### src/core/msp_defs.svh
`ifndef MSP_DEFS_SVH
`define MSP_DEFS_SVH
// Register byte offsets on the AXI4-Lite bus.
`define MSP_OFF_PA_DATA   8'h00
`define MSP_OFF_PA_DIR    8'h04
`define MSP_OFF_ANALOG_PIN_SELECT     8'h08
`define MSP_OFF_PB_DATA   8'h0C
`define MSP_OFF_PB_DIR    8'h10
`define MSP_OFF_CFG       8'h14
// Reset values.
`define MSP_RST_DIR       8'hFF
`define MSP_RST_ANALOG_PIN_SELECT     8'hFF
`define MSP_RST_DATA      8'h00
`define MSP_RST_CFG       8'h00
// Field positions in the configuration register.
`define MSP_CFG_OSC_LSB   0
`define MSP_CFG_OSC_MSB   2
`define MSP_CFG_PERI6     3
`define MSP_CFG_PERI7     4
// First-port pins that never drive.
`define MSP_PA_INPUT_ONLY 8'h23
// Crystal oscillator pin of the first port.
`define MSP_PA_OSC_PIN    6
`endif

### src/core/msp_pkg.sv
package msp_pkg;
  // Oscillator configurations.
  typedef enum logic [2:0] {
    MSP_OSC_LP   = 3'h0,
    MSP_OSC_XT   = 3'h1,
    MSP_OSC_HS   = 3'h2,
    MSP_OSC_EC   = 3'h3,
    MSP_OSC_RC   = 3'h4,
    MSP_OSC_INTRC = 3'h5
  } msp_osc_e;
  // One 8-bit port's pin-side signals.
  typedef struct packed {
    logic [7:0] out;
    logic [7:0] oe;
  } msp_pins_s;
  // AXI4-Lite read and write answer.
  typedef enum logic [1:0] {
    MSP_RESP_OKAY   = 2'h0,
    MSP_RESP_SLVERR = 2'h2
  } msp_resp_e;
endpackage : msp_pkg

### src/core/msp_pin_mux.sv
`timescale 1ns/1ps
`include "msp_defs.svh"
// Combinational pin mux for both ports: drivers, input gating and read-back.
module msp_pin_mux
  import msp_pkg::*;
(
  input  wire logic [7:0] pa_latch,     // First-port output latch.
  input  wire logic [7:0] pa_dir,       // First-port direction.
  input  wire logic [7:0] pb_latch,     // Second-port output latch.
  input  wire logic [7:0] pb_dir,       // Second-port direction.
  input  wire logic [7:0] analog_pin_select,        // Analog select.
  input  wire logic       osc_crystal,  // Crystal mode owns first-port pin 6.
  input  wire logic [1:0] peri_en,      // Peripheral owns second-port pins 7:6.
  input  wire logic [1:0] peri_out,     // Peripheral output values.
  input  wire logic [7:0] pa_in,        // First-port pin levels.
  input  wire logic [7:0] pb_in,        // Second-port pin levels.
  output msp_pins_s       pa_pins,      // First-port drive.
  output msp_pins_s       pb_pins,      // Second-port drive.
  output logic      [7:0] pa_read,      // First-port read value.
  output logic      [7:0] pb_read,      // Second-port read value.
  output logic      [7:0] pa_dig_en,    // First-port digital input buffer enables.
  output logic      [7:0] pb_dig_en     // Second-port digital input buffer enables.
);
  // Analog bits 3:0 serve the first port, bits 7:4 the second port pins 3:0.
  logic [7:0] pa_ana;
  logic [7:0] pb_ana;
  assign pa_ana = {4'h0, analog_pin_select[3:0]};
  assign pb_ana = {4'h0, analog_pin_select[7:4]};

  // Driver enables and read-back.
  always_comb begin
    pa_pins.out = pa_latch;
    // A set direction bit leaves the driver off; input-only pins never drive.
    pa_pins.oe  = ~pa_dir & ~`MSP_PA_INPUT_ONLY;
    if (osc_crystal) begin
      // The oscillator owns the pin, so direction is ignored here.
      pa_pins.oe[`MSP_PA_OSC_PIN] = 1'b0;
    end
    pb_pins.oe  = ~pb_dir;
    pb_pins.out = pb_latch;
    // Peripheral value replaces the latch; direction still gates the driver.
    if (peri_en[0]) begin
      pb_pins.out[6] = peri_out[0];
    end
    if (peri_en[1]) begin
      pb_pins.out[7] = peri_out[1];
    end
    pa_dig_en = ~pa_ana;
    pb_dig_en = ~pb_ana;
    // Analog pins read zero because their input buffer is off.
    pa_read = pa_in & pa_dig_en;
    pb_read = pb_in & pb_dig_en;
    if (osc_crystal) begin
      pa_read[`MSP_PA_OSC_PIN] = 1'b0;
    end
  end
endmodule : msp_pin_mux

### src/core/msp_port_ctrl.sv
// Behaviour
// - First-port direction set disables output driver.
// - Analog select disables digital input buffer.
// - Only listed overrides beat direction and analog.
// - Crystal mode: pin 6 ignores direction, reads zero.
// - Second-port direction one makes input, undriven.
// - Second-port direction zero drives latch value.
// - Analog bit 4 selects second-port pin 0.
// - Analog bit 5 selects second-port pin 1.
// - Analog bit 6 selects second-port pin 2.
// - Analog bit 7 selects second-port pin 3.
// - Peripheral outputs replace latch on pins 7:6.
// - Second-port pin 0 digital, analog, interrupt, reference; only digital and analog are built here.
// - Analog pins read as zero.
// - First-port pins 0, 1, 5 input only.
//
// The address map and the AXI4-Lite slave port were decided locally.
`timescale 1ns/1ps
`include "msp_defs.svh"
// Pin-control block for two mixed-signal ports with an AXI4-Lite slave.
module msp_port_ctrl
  import msp_pkg::*;
(
  input  wire logic        aclk,          // Core clock, 10 MHz.
  input  wire logic        aresetn,       // Synchronous reset, active low.
  input  wire logic        clk_en,        // Freezes all state while low.
  input  wire logic [7:0]  s_awaddr,      // Write address.
  input  wire logic        s_awvalid,     // Write address valid.
  output logic             s_awready,     // Write address ready.
  input  wire logic [31:0] s_wdata,       // Write data.
  input  wire logic [3:0]  s_wstrb,       // Write byte strobes.
  input  wire logic        s_wvalid,      // Write data valid.
  output logic             s_wready,      // Write data ready.
  output logic [1:0]       s_bresp,       // Write response.
  output logic             s_bvalid,      // Write response valid.
  input  wire logic        s_bready,      // Write response ready.
  input  wire logic [7:0]  s_araddr,      // Read address.
  input  wire logic        s_arvalid,     // Read address valid.
  output logic             s_arready,     // Read address ready.
  output logic [31:0]      s_rdata,       // Read data.
  output logic [1:0]       s_rresp,       // Read response.
  output logic             s_rvalid,      // Read data valid.
  input  wire logic        s_rready,      // Read data ready.
  input  wire logic [1:0]  peri_en,       // Comparator or switch-mode output enables, pins 6 and 7.
  input  wire logic [1:0]  peri_out,      // Comparator or switch-mode output values, pins 6 and 7.
  input  wire logic [7:0]  pa_in,         // First-port pin levels.
  input  wire logic [7:0]  pb_in,         // Second-port pin levels.
  output logic [7:0]       pa_out,        // First-port output values.
  output logic [7:0]       pa_oe,         // First-port output enables, high drives.
  output logic [7:0]       pb_out,        // Second-port output values.
  output logic [7:0]       pb_oe,         // Second-port output enables, high drives.
  output logic [7:0]       pa_dig_en,     // First-port digital input buffer enables.
  output logic [7:0]       pb_dig_en      // Second-port digital input buffer enables.
);
  // The block keeps six byte-wide registers behind a small AXI4-Lite slave.
  // Each register sits in the low byte of its word, and the upper bytes read as zero.
  // Pin drive and buffer enables are registered, so they follow a register change
  // by one clock edge.
  // A low clock enable freezes the registers and the bus channels alike.
  // Configuration registers and their next values.
  logic [7:0]  pa_data_ff,  nxt_pa_data;
  logic [7:0]  pa_dir_ff,   nxt_pa_dir;
  logic [7:0]  analog_pin_select_ff,    nxt_analog_pin_select;
  logic [7:0]  pb_data_ff,  nxt_pb_data;
  logic [7:0]  pb_dir_ff,   nxt_pb_dir;
  logic [7:0]  cfg_ff,      nxt_cfg;
  // Each half of a write is held here until the other half arrives.
  // Bus channel state.
  logic        aw_got_ff,   nxt_aw_got;
  logic        w_got_ff,    nxt_w_got;
  logic [7:0]  awaddr_ff,   nxt_awaddr;
  logic [31:0] wdata_ff,    nxt_wdata;
  logic [3:0]  wstrb_ff,    nxt_wstrb;
  logic        bvalid_ff,   nxt_bvalid;
  logic [1:0]  bresp_ff,    nxt_bresp;
  logic        rvalid_ff,   nxt_rvalid;
  logic [31:0] rdata_ff,    nxt_rdata;
  logic [1:0]  rresp_ff,    nxt_rresp;
  // These copies feed the pins; the mux results below are never seen outside.
  // Registered pin outputs.
  msp_pins_s   pa_pins_ff,  pb_pins_ff;
  logic [7:0]  pa_den_ff,   pb_den_ff;
  // Combinational mux results.
  msp_pins_s   pa_pins_c,   pb_pins_c;
  logic [7:0]  pa_read_c,   pb_read_c;
  logic [7:0]  pa_den_c,    pb_den_c;
  logic        osc_crystal;

  // Crystal modes hand first-port pin 6 to the oscillator, so the pin mux and
  // the direction read-back both use this one flag.
  // Crystal settings are the low-power, medium and fast ones.
  assign osc_crystal = (cfg_ff[`MSP_CFG_OSC_MSB:`MSP_CFG_OSC_LSB] == MSP_OSC_LP) ||
                       (cfg_ff[`MSP_CFG_OSC_MSB:`MSP_CFG_OSC_LSB] == MSP_OSC_XT) ||
                       (cfg_ff[`MSP_CFG_OSC_MSB:`MSP_CFG_OSC_LSB] == MSP_OSC_HS);

  // Only the low strobe matters, since every register lives in byte lane 0.
  // The other strobes are accepted and ignored.
  // Merge a byte-lane write into an 8-bit register.
  function automatic logic [7:0] lane_write(input logic [7:0] old, input logic [31:0] d, input logic [3:0] s);
    lane_write = s[0] ? d[7:0] : old;
  endfunction : lane_write

  // An unmapped address is answered with an error and has no side effect.
  // Tell whether an address hits a mapped register.
  function automatic logic is_mapped(input logic [7:0] a);
    is_mapped = (a == `MSP_OFF_PA_DATA) || (a == `MSP_OFF_PA_DIR) || (a == `MSP_OFF_ANALOG_PIN_SELECT) ||
                (a == `MSP_OFF_PB_DATA) || (a == `MSP_OFF_PB_DIR) || (a == `MSP_OFF_CFG);
  endfunction : is_mapped

  // The mux is purely combinational; its results are registered below so that
  // every pin output comes from a flip-flop.
  // Pin mux; the peripheral override is the only input that bypasses the latch.
  msp_pin_mux u_mux (
    .pa_latch    (pa_data_ff),
    .pa_dir      (pa_dir_ff),
    .pb_latch    (pb_data_ff),
    .pb_dir      (pb_dir_ff),
    .analog_pin_select       (analog_pin_select_ff),
    .osc_crystal (osc_crystal),
    .peri_en     (peri_en),
    .peri_out    (peri_out),
    .pa_in       (pa_in),
    .pb_in       (pb_in),
    .pa_pins     (pa_pins_c),
    .pb_pins     (pb_pins_c),
    .pa_read     (pa_read_c),
    .pb_read     (pb_read_c),
    .pa_dig_en   (pa_den_c),
    .pb_dig_en   (pb_den_c)
  );

  // Write channel: address and data may arrive in either order.
  always_comb begin
    // Every next value defaults to its current value, so a cycle without a
    // handshake or a commit leaves all state alone.
    nxt_aw_got  = aw_got_ff;
    nxt_w_got   = w_got_ff;
    nxt_awaddr  = awaddr_ff;
    nxt_wdata   = wdata_ff;
    nxt_wstrb   = wstrb_ff;
    nxt_bvalid  = bvalid_ff;
    nxt_bresp   = bresp_ff;
    nxt_pa_data = pa_data_ff;
    nxt_pa_dir  = pa_dir_ff;
    nxt_analog_pin_select   = analog_pin_select_ff;
    nxt_pb_data = pb_data_ff;
    nxt_pb_dir  = pb_dir_ff;
    nxt_cfg     = cfg_ff;
    // Capture each half once, while no response is pending.
    if (s_awvalid && s_awready) begin
      nxt_aw_got = 1'b1;
      nxt_awaddr = s_awaddr;
    end
    if (s_wvalid && s_wready) begin
      nxt_w_got = 1'b1;
      nxt_wdata = s_wdata;
      nxt_wstrb = s_wstrb;
    end
    // Commit when both halves are held.
    if (aw_got_ff && w_got_ff) begin
      nxt_aw_got = 1'b0;
      nxt_w_got  = 1'b0;
      nxt_bvalid = 1'b1;
      nxt_bresp  = is_mapped(awaddr_ff) ? MSP_RESP_OKAY : MSP_RESP_SLVERR;
      // Only the low byte of the held data reaches the registers.
      case (awaddr_ff)
        `MSP_OFF_PA_DATA: begin
          nxt_pa_data = lane_write(pa_data_ff, wdata_ff, wstrb_ff);
        end
        `MSP_OFF_PA_DIR: begin
          nxt_pa_dir = lane_write(pa_dir_ff, wdata_ff, wstrb_ff);
        end
        `MSP_OFF_ANALOG_PIN_SELECT: begin
          nxt_analog_pin_select = lane_write(analog_pin_select_ff, wdata_ff, wstrb_ff);
        end
        `MSP_OFF_PB_DATA: begin
          nxt_pb_data = lane_write(pb_data_ff, wdata_ff, wstrb_ff);
        end
        `MSP_OFF_PB_DIR: begin
          nxt_pb_dir = lane_write(pb_dir_ff, wdata_ff, wstrb_ff);
        end
        `MSP_OFF_CFG: begin
          // Bits 4:0 are stored; bits 3 and 4 are spare and steer nothing.
          nxt_cfg = lane_write(cfg_ff, wdata_ff, wstrb_ff) & 8'h1F;
        end
        default: begin
          // Unmapped writes change nothing and answer with an error.
          nxt_cfg = cfg_ff;
        end
      endcase
    end
    // The response drops at the edge where the master accepts it.
    if (bvalid_ff && s_bready) begin
      nxt_bvalid = 1'b0;
    end
  end

  // Ready while the half is not yet held and no response waits.
  // A low clock enable holds every ready low, so no address or data is lost while frozen.
  // Responses cannot be held back the same way: one accepted while frozen stays up
  // until the enable returns, so a master should leave bready and rready low then.
  assign s_awready = ~aw_got_ff & ~bvalid_ff & clk_en;
  assign s_wready  = ~w_got_ff & ~bvalid_ff & clk_en;
  assign s_arready = ~rvalid_ff & clk_en;

  // Read channel; data port reads see pins, masked for analog mode.
  always_comb begin
    // A read is answered at the same edge that takes its address, and the data
    // stands until the master takes it.
    nxt_rvalid = rvalid_ff;
    nxt_rdata  = rdata_ff;
    nxt_rresp  = rresp_ff;
    if (s_arvalid && s_arready) begin
      nxt_rvalid = 1'b1;
      nxt_rresp  = is_mapped(s_araddr) ? MSP_RESP_OKAY : MSP_RESP_SLVERR;
      // Data reads see the pins through the digital enables, not the latches.
      case (s_araddr)
        `MSP_OFF_PA_DATA: nxt_rdata = {24'h0, pa_read_c};
        `MSP_OFF_PA_DIR: begin
          // The oscillator pin's direction bit reads zero in crystal mode.
          nxt_rdata = {24'h0, pa_dir_ff};
          if (osc_crystal) begin
            nxt_rdata[`MSP_PA_OSC_PIN] = 1'b0;
          end
        end
        `MSP_OFF_ANALOG_PIN_SELECT:   nxt_rdata = {24'h0, analog_pin_select_ff};
        `MSP_OFF_PB_DATA: nxt_rdata = {24'h0, pb_read_c};
        `MSP_OFF_PB_DIR:  nxt_rdata = {24'h0, pb_dir_ff};
        `MSP_OFF_CFG:     nxt_rdata = {24'h0, cfg_ff};
        default:          nxt_rdata = 32'h0000_0000;
      endcase
    end else if (rvalid_ff && s_rready) begin
      nxt_rvalid = 1'b0;
    end
  end

  // Reset wins over the clock enable, so a frozen block can still be brought back
  // to its safe state; every pin leaves reset undriven since both directions load ones.
  // Registers; a low clock enable holds every flip-flop.
  always_ff @(posedge aclk) begin
    if (!aresetn) begin
      pa_data_ff <= `MSP_RST_DATA;
      pa_dir_ff  <= `MSP_RST_DIR;
      analog_pin_select_ff   <= `MSP_RST_ANALOG_PIN_SELECT;
      pb_data_ff <= `MSP_RST_DATA;
      pb_dir_ff  <= `MSP_RST_DIR;
      cfg_ff     <= `MSP_RST_CFG;
      aw_got_ff  <= 1'b0;
      w_got_ff   <= 1'b0;
      awaddr_ff  <= 8'h00;
      wdata_ff   <= 32'h0000_0000;
      wstrb_ff   <= 4'h0;
      bvalid_ff  <= 1'b0;
      bresp_ff   <= 2'h0;
      rvalid_ff  <= 1'b0;
      rdata_ff   <= 32'h0000_0000;
      rresp_ff   <= 2'h0;
      pa_pins_ff <= '0;
      pb_pins_ff <= '0;
      pa_den_ff  <= 8'h00;
      pb_den_ff  <= 8'h00;
    end else if (clk_en) begin
      // Register and channel state.
      pa_data_ff <= nxt_pa_data;
      pa_dir_ff  <= nxt_pa_dir;
      analog_pin_select_ff   <= nxt_analog_pin_select;
      pb_data_ff <= nxt_pb_data;
      pb_dir_ff  <= nxt_pb_dir;
      cfg_ff     <= nxt_cfg;
      aw_got_ff  <= nxt_aw_got;
      w_got_ff   <= nxt_w_got;
      awaddr_ff  <= nxt_awaddr;
      wdata_ff   <= nxt_wdata;
      wstrb_ff   <= nxt_wstrb;
      bvalid_ff  <= nxt_bvalid;
      bresp_ff   <= nxt_bresp;
      rvalid_ff  <= nxt_rvalid;
      rdata_ff   <= nxt_rdata;
      rresp_ff   <= nxt_rresp;
      // Pin drive is registered so the outputs come from flip-flops.
      pa_pins_ff <= pa_pins_c;
      pb_pins_ff <= pb_pins_c;
      pa_den_ff  <= pa_den_c;
      pb_den_ff  <= pb_den_c;
    end
  end

  // Plain copies of flip-flops keep the pins free of glitches when the mux
  // inputs change.
  // Output wiring straight from the flip-flops.
  assign s_bvalid  = bvalid_ff;
  assign s_bresp   = bresp_ff;
  assign s_rvalid  = rvalid_ff;
  assign s_rdata   = rdata_ff;
  assign s_rresp   = rresp_ff;
  assign pa_out    = pa_pins_ff.out;
  assign pa_oe     = pa_pins_ff.oe;
  assign pb_out    = pb_pins_ff.out;
  assign pb_oe     = pb_pins_ff.oe;
  assign pa_dig_en = pa_den_ff;
  assign pb_dig_en = pb_den_ff;
endmodule : msp_port_ctrl

### config.mk
export PLATFORM = sky130hd
export DESIGN_NAME = msp_port_ctrl
export DESIGN_NICKNAME = d
export VERILOG_FILES = /design/src/core/msp_pkg.sv /design/src/core/msp_pin_mux.sv /design/src/core/msp_port_ctrl.sv
export VERILOG_INCLUDE_DIRS = /design/src /design/src/core
export SDC_FILE = /design/constraint.sdc
export NUM_CORES = 1
export LEC_CHECK = 0
export BUFFER_PORTS_ARGS = -buffer_cell sky130_fd_sc_hd__buf_2
export CAP_MARGIN = 30
export CORE_AREA = 10 10 130 132
export DETAILED_ROUTE_END_ITERATION = 10
export DIE_AREA = 0 0 140 142
export GPL_TIMING_DRIVEN = 0
export PLACE_DENSITY = 0.72
export REMOVE_ABC_BUFFERS = 1
export SLEW_MARGIN = 10
export SYNTH_ARGS = -nofsm -noshare
export SYNTH_HDL_FRONTEND = slang
export SYNTH_SLANG_ARGS = --single-unit
export TNS_END_PERCENT = 50
### constraint.sdc
create_clock -name aclk -period 1.9 [get_ports aclk]
set_input_delay 0.38 -clock aclk [delete_from_list [all_inputs] [get_ports aclk]]
set_output_delay 0.38 -clock aclk [all_outputs]
set_load 0.05 [all_outputs]
==> impl_summary.log <==
INFO  metric status = complete, no violations
INFO  metric min_path_type = in -> reg
INFO  metric dieHeight = around 140 um
INFO  metric min_from = s_bready
INFO  metric timing.max_slew.rel_slack = 39.9%
INFO  metric ant_nets = 0
INFO  metric whs_path_depth = 2
INFO  metric final_layout_net_count = a little over 700
INFO  metric static_leakage = between 2 and 3 nW
INFO  metric start_kind = flop
INFO  metric worstRegToRegCells = 5
INFO  metric gp_congestion = just under 0.8
INFO  metric power_density = a little under 1000 nW/um^2
INFO  metric drc_errors = 0
INFO  metric syn-cell-area = 4930 sq um
INFO  metric synth_cells = 551
INFO  metric timing_worst_slew_pin_value = 0.902 ns
INFO  metric viasPerCell = a little under 5
INFO  metric crit_slowest_cell = sky130_fd_sc_hd__or4_4
INFO  metric postCtsHoldBufs = 0
INFO  metric path_class = reg -> reg
INFO  metric r2r_start = awaddr_ff[6]
INFO  metric place_hpwl = slightly above 9000 um
INFO  metric floorplan.die_area = roughly 20000 sq um
INFO  metric initial_core_util = ~34%
INFO  metric cts.reportedPaths.clkPinSlew = around 0.05 ns
INFO  metric area.growth.synth_to_final = 21.7%
INFO  metric syn_area_per_cell = between 8 and 9 sq um
INFO  metric post-synth-top-area-fraction = 46.3%
INFO  metric portBuffers = 112
INFO  metric setup_repair_after_global_routing_missed_its_margin = yes
INFO  metric clk_latency = between 0.4 and 0.5 ns
INFO  metric max_stage_delay = between 0.6 and 0.7 ns
INFO  metric fp.dieW = around 140 um
INFO  metric final_min_period_over_clock_period = 96.6%
INFO  metric synthDominantAreaCellType = sky130_fd_sc_hd__dfxtp_1
INFO  metric cts-root-buf = sky130_fd_sc_hd__clkbuf_16
INFO  metric maxCapViolCount = 0
INFO  metric synth_warnings = 0
INFO  metric async_flop_share = 0%
INFO  metric dpl-instance-area = around 5400 sq um
INFO  metric grt_first_pass_wirelength = approximately 22000 um
INFO  metric leading_cell_types_by_total_area_after_synthesis = sky130_fd_sc_hd__dfxtp_1 46%, sky130_fd_sc_hd__mux2i_1 12%, sky130_fd_sc_hd__nand2_1 5.9%, sky130_fd_sc_hd__nor2_1 5.6%, sky130_fd_sc_hd__buf_4 5.5%
INFO  metric hold_violations = 0
INFO  metric drt_pre_antenna_iters = 4
INFO  metric worstPathMaxFanout = 8
INFO  metric grt_pass1_vias = 3995
INFO  metric worstReg2RegEnd = pb_dir_ff[1]
INFO  metric cts_tree = built
INFO  metric prevailing_post_synth_register_cell = sky130_fd_sc_hd__dfxtp_1
INFO  metric clockBufferDepth = 2
INFO  metric numClockSinks = 114
INFO  metric max_clock_freq = ~0.55 GHz
INFO  metric overflow = 0
INFO  metric r2r_setup_slack = between 0.06 and 0.07 ns
INFO  metric synth_sequential_area_ratio = 46.3%
INFO  metric grt_start_max_net_pins = between 70 and 80
INFO  metric crit_arrival = between 2 and 2.5 ns
INFO  metric grtUsageTotal = a little over an eighth
INFO  metric setup.worst_path.end_class = flop
INFO  metric drt_iter0_markers = roughly 190
INFO  metric worst-endpoint-required = between 2 and 2.5 ns
INFO  metric path_cells = or4_4 -> nor4_4 -> buf_12 -> mux2i_1 -> nand2_1
INFO  metric final_core_util = roughly two fifths
INFO  metric min_delay_worst_endpoint = s_bvalid
INFO  metric core_area = 14300 sq um
INFO  metric antennaDiodeCount = 0
INFO  metric timing.clock.skew = approximately 0.0074 ns
INFO  metric synth_enable_flop_cells = 0
INFO  metric timing.final.max_slew_violations = 0
INFO  metric antenna_found_initial = 0
INFO  metric fin_area = roughly 6000 sq um
INFO  metric drt-total-wl = between 10000 and 15000 um
INFO  metric top_level_ports = approximately 170
INFO  metric detailroute.via_count = between 4k and 5k
INFO  metric share_of_layout_cells_above_drive_strength_1 = between 20% and 30%
INFO  metric p_total = just under 6 mW
INFO  metric placed_cells_incl_taps = 803
INFO  metric vdd.ir_drop.worst = 539 uV
INFO  metric finish.cell_count_without_fillers = roughly 830
INFO  metric post-synth-top-count-cell = sky130_fd_sc_hd__dfxtp_1
INFO  metric cts_htree_levels = 4
INFO  metric num_rows = 44
INFO  metric cts-buffers-inserted = 17
INFO  metric setup_viol = 0
INFO  metric post_synth_num_cell_types = between 40 and 50
INFO  metric wl_per_cell = 15.9 um
INFO  metric post_synth_most_frequent_cells = 114 x sky130_fd_sc_hd__dfxtp_1, 78 x sky130_fd_sc_hd__nand2_1, 73 x sky130_fd_sc_hd__nor2_1, 60 x sky130_fd_sc_hd__mux2i_1, 36 x sky130_fd_sc_hd__buf_4
INFO  metric ys_ff_latch = 114
INFO  metric min_period = between 1.5 and 2 ns
[layout by cell type (no fill, tap or decap), drive strengths merged, types with 5 or more instances in the layout]
master,count
o21ai,13
clkbuf,23
nand3,5
dfxtp,114
a211oi,31
nand3b,6
a21oi,35
nor2,73
buf,117
nand2,79
mux2i,60
conb,29
[worst max-delay path, delay by kind of cell (launching register included)]
family	cells	cell delay (ns)
and+or+nand+nor	3	1.00
DFF	1	0.31
muxes	1	0.19
buffers and inverters	1	0.18
[stage by stage]
| stage | hold WS [ns] | TNS, ns | setup WS [ns] |
|---|---|---|---|
| 6_report | 0.170 | 0 | 0.0655 |
| 5_1_grt | 0.173 | -0.0566 | -0.0219 |
| 4_1_cts | 0.150 | 0 | 0.00966 |
| 3_5_place_dp | 0.451 | -43.97 | -0.922 |
| 3_3_place_gp | 0.447 | -104.38 | -1.54 |
| 2_1_floorplan | 0.430 | -26.19 | -1.34 |
[worst max path at each step]
| stage | startpoint | endpoint | cells past startpoint |
|---|---|---|---|
| floorplan | pa_dig_en[6] | pa_dig_en[4] | 0 |
| global placement | clk_en | pb_dir_ff[1] | 5 |
| detailed placement | clk_en | pb_dir_ff[6] | 5 |
| CTS | awaddr_ff[1] | pb_data_ff[1] | 4 |
| global route | awaddr_ff[6] | pb_dir_ff[6] | 5 |
| finish | awaddr_ff[6] | pb_dir_ff[1] | 5 |
[timing repair]
item,in CTS,in global routing
cloned,0,0
endpoints found under the setup margin,51,21
gates resized for setup,7,4
pin swaps,2,2
buffers inserted,3,1
[registers in the layout, indices dropped and copies added, names as in the netlist, 4 cells and up]
name / flops
pa_dir_ff: 8
awaddr_ff: 8
wdata_ff: 8
pb_data_ff: 8
pb_oe: 8
pa_data_ff: 8
pa_out: 8
pa_dig_en: 5
analog_pin_select_ff: 8
pb_out: 8
pb_dir_ff: 8
pa_oe: 5
cfg_ff: 5
pb_dig_en: 4
s_rdata: 8
[report_power, final]
| group | internal [mW] | switching, mW |
|---|---|---|
| sequential | 2.45 | 0.0472 |
| combinational | 0.170 | 0.533 |
| clock | 1.67 | 0.977 |
[cell type report]
| class | count | area, sq um |
|---|---|---|
| clock buffer | 23 | 468 |
| clock inverter | 2 | 10.0 |
| fill | 1475 | 8310 |
| inverter | 3 | 13.8 |
| multi-input combinational | 389 | 2350 |
| sequential | 114 | 2280 |
| tap | 184 | 230 |
| timing repair buffer | 117 | 641 |
[cells by family after synthesis]
| logic type | Yosys count | share of synthesized area (%) |
|---|---|---|
| flip-flops | 114 | 46.3 |
| AO/OA/AOI/OAI | 98 | 12.9 |
| multiplexers | 64 | 13.1 |
| buffers and inverters | 76 | 8.75 |
| AND/OR/NAND/NOR | 198 | 18.9 |
| other | 1 | 0.0760 |
[metal layers]
metal	share of wire [%]	track usage (%)
met4	1.4	5.33
met1	45	16.9
met2	45	20.3
met5	0	0
met3	8.1	5.17
(Power assumes the default switching activity.)
